File: src/core/smtm_params.svh
`ifndef SMTM_PARAMS_SVH
`define SMTM_PARAMS_SVH
// ****************************************
// Timing figures
// ****************************************
`define SMTM_CLK_HZ 200000000
`define SMTM_TIMEOUT_MS 35
`define SMTM_IDLE_ABORT_MS 50
`define SMTM_HIGH_MAX_US 50
`define SMTM_STRETCH_MS 25
`define SMTM_TIMEOUT_CYC ((`SMTM_CLK_HZ / 1000) * `SMTM_TIMEOUT_MS)
`define SMTM_IDLE_ABORT_CYC ((`SMTM_CLK_HZ / 1000) * `SMTM_IDLE_ABORT_MS)
`define SMTM_HIGH_MAX_CYC ((`SMTM_CLK_HZ / 1000000) * `SMTM_HIGH_MAX_US)
`define SMTM_STRETCH_CYC ((`SMTM_CLK_HZ / 1000) * `SMTM_STRETCH_MS)
// ****************************************
// Bus rate codes and counter width
// ****************************************
`define SMTM_RATE_STD 2'h0
`define SMTM_RATE_FAST 2'h1
`define SMTM_RATE_FMP 2'h2
`define SMTM_CNT_W 24
`endif

File: src/core/smtm_pkg.sv
package smtm_pkg;
    typedef enum logic [1:0] {
        SMTM_RATE_STD_E = 2'h0,
        SMTM_RATE_FAST_E = 2'h1,
        SMTM_RATE_FMP_E = 2'h2
    } smtm_rate_e;
    typedef enum logic [1:0] {
        SMTM_ST_IDLE = 2'h0,
        SMTM_ST_BUSY = 2'h1,
        SMTM_ST_FAULT = 2'h2
    } smtm_state_e;
    typedef struct packed {
        logic clk_line;
        logic data_line;
    } smtm_bus_s;
    typedef struct packed {
        logic timeout_err;
        logic idle_abort;
        logic bus_idle;
        logic release_lines;
    } smtm_status_s;
endpackage : smtm_pkg

File: src/core/smtm_monitor.sv
`timescale 1ns/1ps
`include "smtm_params.svh"
module smtm_monitor #(
    parameter int CNT_W = `SMTM_CNT_W,
    parameter logic [CNT_W-1:0] TIMEOUT_CYC = CNT_W'(`SMTM_TIMEOUT_CYC),
    parameter logic [CNT_W-1:0] IDLE_ABORT_CYC = CNT_W'(`SMTM_IDLE_ABORT_CYC),
    parameter logic [CNT_W-1:0] HIGH_MAX_CYC = CNT_W'(`SMTM_HIGH_MAX_CYC)
) (
    // Clock and reset
    input wire logic CLK_SYS_I,
    input wire logic RESET_N_I,
    // Bus lines, configuration and transaction start/stop
    input wire smtm_pkg::smtm_bus_s BUS_I,
    input wire smtm_pkg::smtm_rate_e RATE_I,
    input wire logic NONSTANDARD_TIMING_OPTION_I,
    input wire logic TXN_START_I,
    input wire logic TXN_STOP_I,
    // Status
    output smtm_pkg::smtm_status_s STATUS_O,
    output smtm_pkg::smtm_state_e STATE_O,
    output smtm_pkg::smtm_rate_e RATE_O
);
    import smtm_pkg::*;

    // ****************************************
    // Helpers
    // ****************************************
    function automatic logic rate_ok(input smtm_rate_e r);
        rate_ok = (r == SMTM_RATE_STD_E) || (r == SMTM_RATE_FAST_E) || (r == SMTM_RATE_FMP_E);
    endfunction : rate_ok

    // ****************************************
    // Interval counters
    // ****************************************
    logic low_over;
    logic both_over;
    logic high_over;
    smtm_level_timer #(.W(CNT_W), .LIMIT(TIMEOUT_CYC)) u_low (
        .clk_i(CLK_SYS_I),
        .rst_n_i(RESET_N_I),
        .level_i(!BUS_I.clk_line),
        .over_o(low_over)
    );
    smtm_level_timer #(.W(CNT_W), .LIMIT(IDLE_ABORT_CYC)) u_both (
        .clk_i(CLK_SYS_I),
        .rst_n_i(RESET_N_I),
        .level_i(BUS_I.clk_line && BUS_I.data_line),
        .over_o(both_over)
    );
    smtm_level_timer #(.W(CNT_W), .LIMIT(HIGH_MAX_CYC)) u_high (
        .clk_i(CLK_SYS_I),
        .rst_n_i(RESET_N_I),
        .level_i(BUS_I.clk_line),
        .over_o(high_over)
    );

    // ****************************************
    // Transaction state
    // ****************************************
    smtm_state_e state;
    smtm_state_e next_state;
    smtm_status_s status;
    smtm_status_s next_status;
    smtm_rate_e rate;
    smtm_rate_e next_rate;
    logic abort_ev;
    // Option bit masks the long-idle abort
    assign abort_ev = both_over && !NONSTANDARD_TIMING_OPTION_I;

    always_comb begin
        next_state = state;
        next_status = status;
        next_rate = rate;
        next_status.timeout_err = 1'b0;
        next_status.idle_abort = 1'b0;
        next_status.bus_idle = high_over;
        case (state)
            SMTM_ST_IDLE: begin
                if (rate_ok(RATE_I)) begin
                    next_rate = RATE_I;
                end
                if (TXN_START_I) begin
                    next_state = SMTM_ST_BUSY;
                end
            end
            SMTM_ST_BUSY: begin
                if (low_over) begin
                    next_state = SMTM_ST_FAULT;
                    next_status.timeout_err = 1'b1;
                    next_status.release_lines = 1'b1;
                end else if (abort_ev) begin
                    next_state = SMTM_ST_IDLE;
                    next_status.idle_abort = 1'b1;
                end else if (TXN_STOP_I) begin
                    next_state = SMTM_ST_IDLE;
                end
            end
            SMTM_ST_FAULT: begin
                if (!low_over) begin
                    next_state = SMTM_ST_IDLE;
                    next_status.release_lines = 1'b0;
                end
            end
            default: begin
                next_state = SMTM_ST_IDLE;
            end
        endcase
    end

    always_ff @(posedge CLK_SYS_I or negedge RESET_N_I) begin
        if (!RESET_N_I) begin
            state <= SMTM_ST_IDLE;
            status <= '0;
            rate <= SMTM_RATE_STD_E;
        end else begin
            state <= next_state;
            status <= next_status;
            rate <= next_rate;
        end
    end

    assign STATUS_O = status;
    assign STATE_O = state;
    assign RATE_O = rate;

    // ****************************************
    // Checks
    // ****************************************
    property p_timeout;
        @(posedge CLK_SYS_I) disable iff (!RESET_N_I)
        (state == SMTM_ST_BUSY && low_over) |=> status.timeout_err && status.release_lines;
    endproperty
    a_timeout: assert property (p_timeout) else $error("timeout not flagged");
    property p_abort;
        @(posedge CLK_SYS_I) disable iff (!RESET_N_I)
        (state == SMTM_ST_BUSY && !low_over && abort_ev) |=> state == SMTM_ST_IDLE;
    endproperty
    a_abort: assert property (p_abort) else $error("idle abort missed");
    property p_option;
        @(posedge CLK_SYS_I) disable iff (!RESET_N_I)
        NONSTANDARD_TIMING_OPTION_I |=> !status.idle_abort;
    endproperty
    a_option: assert property (p_option) else $error("abort despite option");
    property p_idle;
        @(posedge CLK_SYS_I) disable iff (!RESET_N_I)
        status.bus_idle |-> $past(BUS_I.clk_line);
    endproperty
    a_idle: assert property (p_idle) else $error("idle without clock high");
    property p_rate;
        @(posedge CLK_SYS_I) disable iff (!RESET_N_I)
        rate_ok(rate);
    endproperty
    a_rate: assert property (p_rate) else $error("bad rate");
    property p_release;
        @(posedge CLK_SYS_I) disable iff (!RESET_N_I)
        status.release_lines |-> state == SMTM_ST_FAULT;
    endproperty
    a_release: assert property (p_release) else $error("release outside fault");
    property p_rate_hold;
        @(posedge CLK_SYS_I) disable iff (!RESET_N_I)
        (state != SMTM_ST_IDLE) |=> rate == $past(rate);
    endproperty
    a_rate_hold: assert property (p_rate_hold) else $error("rate changed mid transfer");
    property p_fault_hold;
        @(posedge CLK_SYS_I) disable iff (!RESET_N_I)
        (state == SMTM_ST_FAULT && low_over) |=>
            state == SMTM_ST_FAULT && status.release_lines;
    endproperty
    a_fault_hold: assert property (p_fault_hold) else $error("fault left early");
    property p_fault_exit;
        @(posedge CLK_SYS_I) disable iff (!RESET_N_I)
        (state == SMTM_ST_FAULT && !low_over) |=>
            state == SMTM_ST_IDLE && !status.release_lines;
    endproperty
    a_fault_exit: assert property (p_fault_exit) else $error("fault not left");
    property p_timeout_pulse;
        @(posedge CLK_SYS_I) disable iff (!RESET_N_I)
        status.timeout_err |=> !status.timeout_err;
    endproperty
    a_timeout_pulse: assert property (p_timeout_pulse) else $error("timeout too long");
    property p_idle_set;
        @(posedge CLK_SYS_I) disable iff (!RESET_N_I)
        high_over |=> status.bus_idle;
    endproperty
    a_idle_set: assert property (p_idle_set) else $error("idle not flagged");
    property p_idle_clear;
        @(posedge CLK_SYS_I) disable iff (!RESET_N_I)
        !BUS_I.clk_line |=> !status.bus_idle;
    endproperty
    a_idle_clear: assert property (p_idle_clear) else $error("idle with clock low");
    property p_abort_state;
        @(posedge CLK_SYS_I) disable iff (!RESET_N_I)
        status.idle_abort |-> state == SMTM_ST_IDLE;
    endproperty
    a_abort_state: assert property (p_abort_state) else $error("abort not idle");
    property p_abort_pulse;
        @(posedge CLK_SYS_I) disable iff (!RESET_N_I)
        status.idle_abort |=> !status.idle_abort;
    endproperty
    a_abort_pulse: assert property (p_abort_pulse) else $error("abort too long");
    property p_option_hold;
        @(posedge CLK_SYS_I) disable iff (!RESET_N_I)
        (state == SMTM_ST_BUSY && NONSTANDARD_TIMING_OPTION_I && !low_over && !TXN_STOP_I)
            |=> state == SMTM_ST_BUSY;
    endproperty
    a_option_hold: assert property (p_option_hold) else $error("busy dropped");

    // ****************************************
    // Cover points
    // ****************************************
    c_timeout: cover property (@(posedge CLK_SYS_I) status.timeout_err);
    c_abort: cover property (@(posedge CLK_SYS_I) status.idle_abort);
    c_stop: cover property (@(posedge CLK_SYS_I) state == SMTM_ST_BUSY ##1 state == SMTM_ST_IDLE);
    c_option: cover property (@(posedge CLK_SYS_I)
        state == SMTM_ST_BUSY && NONSTANDARD_TIMING_OPTION_I);
endmodule : smtm_monitor

File: src/core/smtm_level_timer.sv
`timescale 1ns/1ps
// Counts cycles a level holds; restarts when it drops
module smtm_level_timer #(
    parameter int W = 24,
    parameter logic [W-1:0] LIMIT = 24'h0000ff
) (
    input wire logic clk_i,
    input wire logic rst_n_i,
    input wire logic level_i,
    output logic over_o
);
    logic [W-1:0] cnt;
    logic [W-1:0] next_cnt;
    always_comb begin
        next_cnt = cnt;
        if (!level_i) begin
            next_cnt = '0;
        end else if (cnt != LIMIT) begin
            next_cnt = cnt + W'(1);
        end
    end
    always_ff @(posedge clk_i or negedge rst_n_i) begin
        if (!rst_n_i) begin
            cnt <= '0;
        end else begin
            cnt <= next_cnt;
        end
    end
    assign over_o = level_i && (cnt == LIMIT);
endmodule : smtm_level_timer

File: config.mk
export PLATFORM = sky130hd
export DESIGN_NAME = smtm_monitor
export DESIGN_NICKNAME = d
export VERILOG_FILES = /design/src/core/smtm_pkg.sv /design/src/core/smtm_monitor.sv /design/src/core/smtm_level_timer.sv
export VERILOG_INCLUDE_DIRS = /design/src /design/src/core
export SDC_FILE = /design/constraint.sdc
export NUM_CORES = 1
export LEC_CHECK = 0
export BUFFER_PORTS_ARGS = -buffer_cell sky130_fd_sc_hd__buf_2
export CAP_MARGIN = 20
export CORE_MARGIN = 5
export CORE_UTILIZATION = 60
export CTS_CLUSTER_DIAMETER = 30
export DETAILED_ROUTE_END_ITERATION = 8
export PLACE_DENSITY_LB_ADDON = 0.08
export SYNTH_ARGS = -nofsm -noshare
export SYNTH_HDL_FRONTEND = slang
export SYNTH_SLANG_ARGS = --single-unit
File: constraint.sdc
create_clock -name CLK_SYS_I -period 2.8 [get_ports CLK_SYS_I]
set_input_delay 0.56 -clock CLK_SYS_I [delete_from_list [all_inputs] [get_ports CLK_SYS_I]]
set_output_delay 0.56 -clock CLK_SYS_I [all_outputs]
set_load 0.005 [all_outputs]
After elaboration in Yosys (flattened, before gate mapping)
Index checks and enable logic that the tools add are counted.

operators by class
  reduce and logical (&&, ||, !) cells = 16
  muxes and demuxes = 19
  eq/ne operators = 16
  add/subtract/negate cells = 3

operators with widths
  kind                     number
  $mux W24                 6
  $add A24 B1 Y24 const B  3
  $eq A24 B14 Y1 const B   1
  $eq A24 B23 Y1 const B   1
  $eq A24 B24 Y1 const B   1
  $ne A24 B14 Y1 const B   1
  $ne A24 B23 Y1 const B   1
  $ne A24 B24 Y1 const B   1
  $mux W2                  6
  $ne A2 B2 Y1 const B     4
  $pmux W2 S3              1
  $reduce_and A3 Y1        2
  $logic_and A1 B1 Y1      5
  $mux W1                  5
  $eq A2 B1 Y1 const B     2
  $eq A2 B2 Y1 const B     2
  $logic_not A2 Y1         2
  $ne A4 B4 Y1 const B     1
  $reduce_bool A2 Y1       2
  $logic_not A1 Y1         2
  $logic_or A1 B1 Y1       2
  $ne A2 B1 Y1 const B     1
  $pmux W1 S2              1
  $reduce_and A2 Y1        1

word-level totals
  input port bits = 9
  register bits after elaboration = 80

Logic depth before layout (Yosys ltp)
  word-level depth = 6
  gate-level depth with buffers = 6

Modules after synthesis
A second synthesis with hierarchy kept.

second synthesis, totals
  cell total of the unflattened synthesis = 435
  area, all modules = 4,327.9 sq um

modules (own cells, without submodules)
  module                     area an instance (sq um)  cells each  instances  seq. area each (sq um)
  smtm_level_timer (u_low)   1,387.6                   142         1          600.6
  smtm_level_timer (u_high)  1,321.3                   128         1          600.6
  smtm_level_timer (u_both)  1,288.7                   138         1          600.6
  smtm_monitor               330.3                     27          1          200.2

Least setup slack after synthesis
OpenSTA, ideal clock, no wires.

  path type = flip-flop to flip-flop
  start = register u_both.cnt[11]
  end = register u_both.cnt[0]
  data required time = 2.672 ns
  data arrival time = 1.889 ns
  stages on the path, launching flop included = 5
  path buffers = 0
  setup time = 0.128 ns
  path slack = 0.784 ns
  cell sequence = dfrtp_1 or4b_1 nor4_2 and4_1 mux2_1

between the ends
  cells in the longest elaborated chain, start to end = 2

ends and longest elaborated chain
  element                   line                    source
  start: declaration        smtm_level_timer.sv:12  logic [W-1:0] cnt;
  start signal: assignment  smtm_level_timer.sv:26  cnt <= next_cnt;
  $ne A24 B24 Y1            smtm_level_timer.sv:18  end else if (cnt != LIMIT) begin
  $ne A2 B2 Y1 (no line)    -

No other way between the ends.
A chain may end at the register's enable or synchronous reset.

Worst setup path after layout
Ends and elaborated chain as after synthesis.

==> run metrics <==
vias per cell=6.254; Startpoint Class=register; XOR/XNOR Fraction of Synth Area=6.831%; WL final=9513 um; Slew Limit Fails=0; portion of netlist area occupied by mux cells=1.894%; Reg area=2002 sq um; Die Span Y=95.24 um; Synth-to-Final Area Change=8.955%; Max VDD drop=0.2660 mV; htree depth=3; top cell type's share of synthesized area=45.92%; GRT Util Overall=23.29%; register area share after synthesis=45.92%; total CTS buffers=9; input/output buffers=16; Final period util=79.34%; count of final setup violators=0; number of enable flip-flop cells after synthesis=0; Total Die Area=9070 sq um; hold_buf cts=0; Worst Tran Pin Value=0.8048 ns; slowest CP cell=or4b_1; Multi-input gate area=2197 sq um; clk sinks=80; clock tree root buffer cell=clkbuf_8; Fillers=570; clock latency on the worst-skew pair=0.35 ns; Tmin final=2.221 ns; Adder-Cell Fraction of Synth Area=1.722%; Clk pin slew, worst setup/hold paths=0.08 ns; initial antenna violation count=0; Avg Cell Area, Syn=9.375 sq um; worst hold path type=primary input to asynchronous set/reset pin; Arr. time, crit path=2.45 ns; estimated wirelength of the detail-placed design=6578 um; vias=3596; vias in the first global route=3538; Post-Syn Area=4359 sq um; post-synth top area cell=dfrtp_1; average routed wire per standard cell=16.54 um; largest family of logic cells by synthesized area=simple AND/OR/NAND/NOR gates; DR pass1 iterations=4; MaxCap Viol Count=0; Synth Area in Simple Gates=30.20%; Most used DFF post-synth=dfrtp_1; Core Box Area=7176 sq um; post_cts resized=0; post-synthesis register bit count=80; most frequent cell after synthesis=dfrtp_1; Clock Path Buffers=2; Worst Setup End Kind=register; first-pass GRT wire length=16660 um; initial DRC count=179; Fin. Hold Viols=0; ANT nets after route=0; CP cell instances=or4b_1 > nor4_2 > and4_1 > mux2_1; Crit Path Class=register to register; Synth Instances=465; Site Rows=31; Initial Util=60.75%; GP Congestion=0.8719; Ports=17; postcts setup bufs=0; DRC=0; Max-slew headroom=45.85%; skew final=0.01106 ns; chip width=95.24 um; diode count=0; layout cell share with drive strength beyond 1=9.244%; CP required=3.03 ns; Final Util=66.19%; critical path peak fanout=6; share of flip-flops with an asynchronous set or reset=100.0%; CTS tree=yes; PwrDens=496.4 nW/um^2; status=completed; Net count, final=488; total grt overflow=0; complex-gate fraction of the synthesized area=9.759%; largest net degree at the start of global routing=50; top post-synthesis cells by area=dfrtp_1 (46%), nor2_1 (4.0%), nand3_1 (4.0%); Syn. warnings=0; library cells used by synthesis=49; RSZ-0062 raised after global routing=no; post-route setup TNS=0 ns; f_max=450.2 MHz; max incr delay on CP=0.55 ns; Leakage=0.001907 uW; Commonest cells post-synth=dfrtp_1 (80), nor2_1 (47), nand3_1 (35), nand2_1 (26), a21oi_1 (24); net count after synthesis=480
-- worst paths after layout --
path                                startpoint              to  slack, ns  depth (start not counted)
worst max-delay path            u_both.cnt[11]   u_both.cnt[0]       0.58                          4
worst min-delay path                 RESET_N_I   u_low.cnt[14]       0.23                          1
worst max register to register  u_both.cnt[11]   u_both.cnt[0]       0.58                          4
worst min register to register       RATE_O[0]       RATE_O[0]       0.50                          2
max in group asynchronous            RESET_N_I  u_high.cnt[14]       1.96                          2
min in group CLK_SYS_I              TXN_STOP_I      STATE_O[0]       0.41                          2
-- logic make-up (layout without fill, tap and decap cells) --
kind of cell | count (synthesis) | after routing
AO/OA/AOI/OAI | 67 | 67
buffers and inverters | 39 | 50
flip-flops | 80 | 80
multiplexers | 8 | 8
adder cells (fa/ha/maj) | 6 | 6
AND/OR/NAND/NOR | 231 | 231
XOR/XNOR | 34 | 34
-- routing by layer --
metal  GRT usage [%]  wire length [um]  part of all wire [%]
met5               0                 0                     0
met4           8.293               127                   1.3
met3           4.499               394                   4.1
met2           37.55              4606                    48
met1           31.36              4385                    46
-- sequential cells by signal, summed over array words and instances, names as in the netlist --
signal      count
u_both.cnt     24
u_high.cnt     24
u_low.cnt      24
STATUS_O        4
RATE_O          2
STATE_O         2
-- worst max-delay path, delay by kind of cell, from the launching register on --
kind          cells  cell delay, ns
simple gates      3            1.32
flops             1            0.46
mux               1            0.33
-- layout by cell type, fill, tap and decap left out, types with 13 or more instances in the layout --
master	instances
nand2_1	26
inv_1	15
o21ai_0	15
xor2_1	19
nand3_1	35
xnor2_1	15
and4_1	13
nand4_1	22
buf_2	15
a21oi_1	24
nor4_1	14
nor2_1	47
dfrtp_1	80
-- final cells by class --
type                            instances  area share [%]
Timing Repair Buffer                   20           2.634
Sequential cell                        80           42.15
Inverter                               16           1.264
Clock buffer                           11           3.188
Clock inverter                          3           1.897
Tap cell                               99           2.608
Multi-Input combinational cell        346           46.26
-- power by group --
group / switching, uW / total [uW] / leakage [uW] / internal, uW
Sequential: 23.6 / 1190 / 0.00110 / 1170
Clock: 410 / 1040 / 0.000121 / 632
Combinational: 79.3 / 122 / 0.000685 / 42.3
Total: 513 / 2360 / 0.00191 / 1840
-- through the flow --
stage / worst slack, ns / total power, uW / instance area [sq um] / hold slack (ns) / cells
4_1_cts: 0.5861 / 2376 / 4750 / 0.2482 / 575
6_report: 0.5786 / 2358 / 4750 / 0.2320 / 575
3_5_place_dp: 0.6000 / 1340 / 4508 / 0.4831 / 561
5_1_grt: 0.4963 / 2450 / 4750 / 0.2724 / 575
3_3_place_gp: 0.6130 / 1337 / 4508 / 0.4819 / 561
2_1_floorplan: 0.7836 / 1276 / 4359 / 0.2644 / 465
Power figures use the tool's default switching activity.
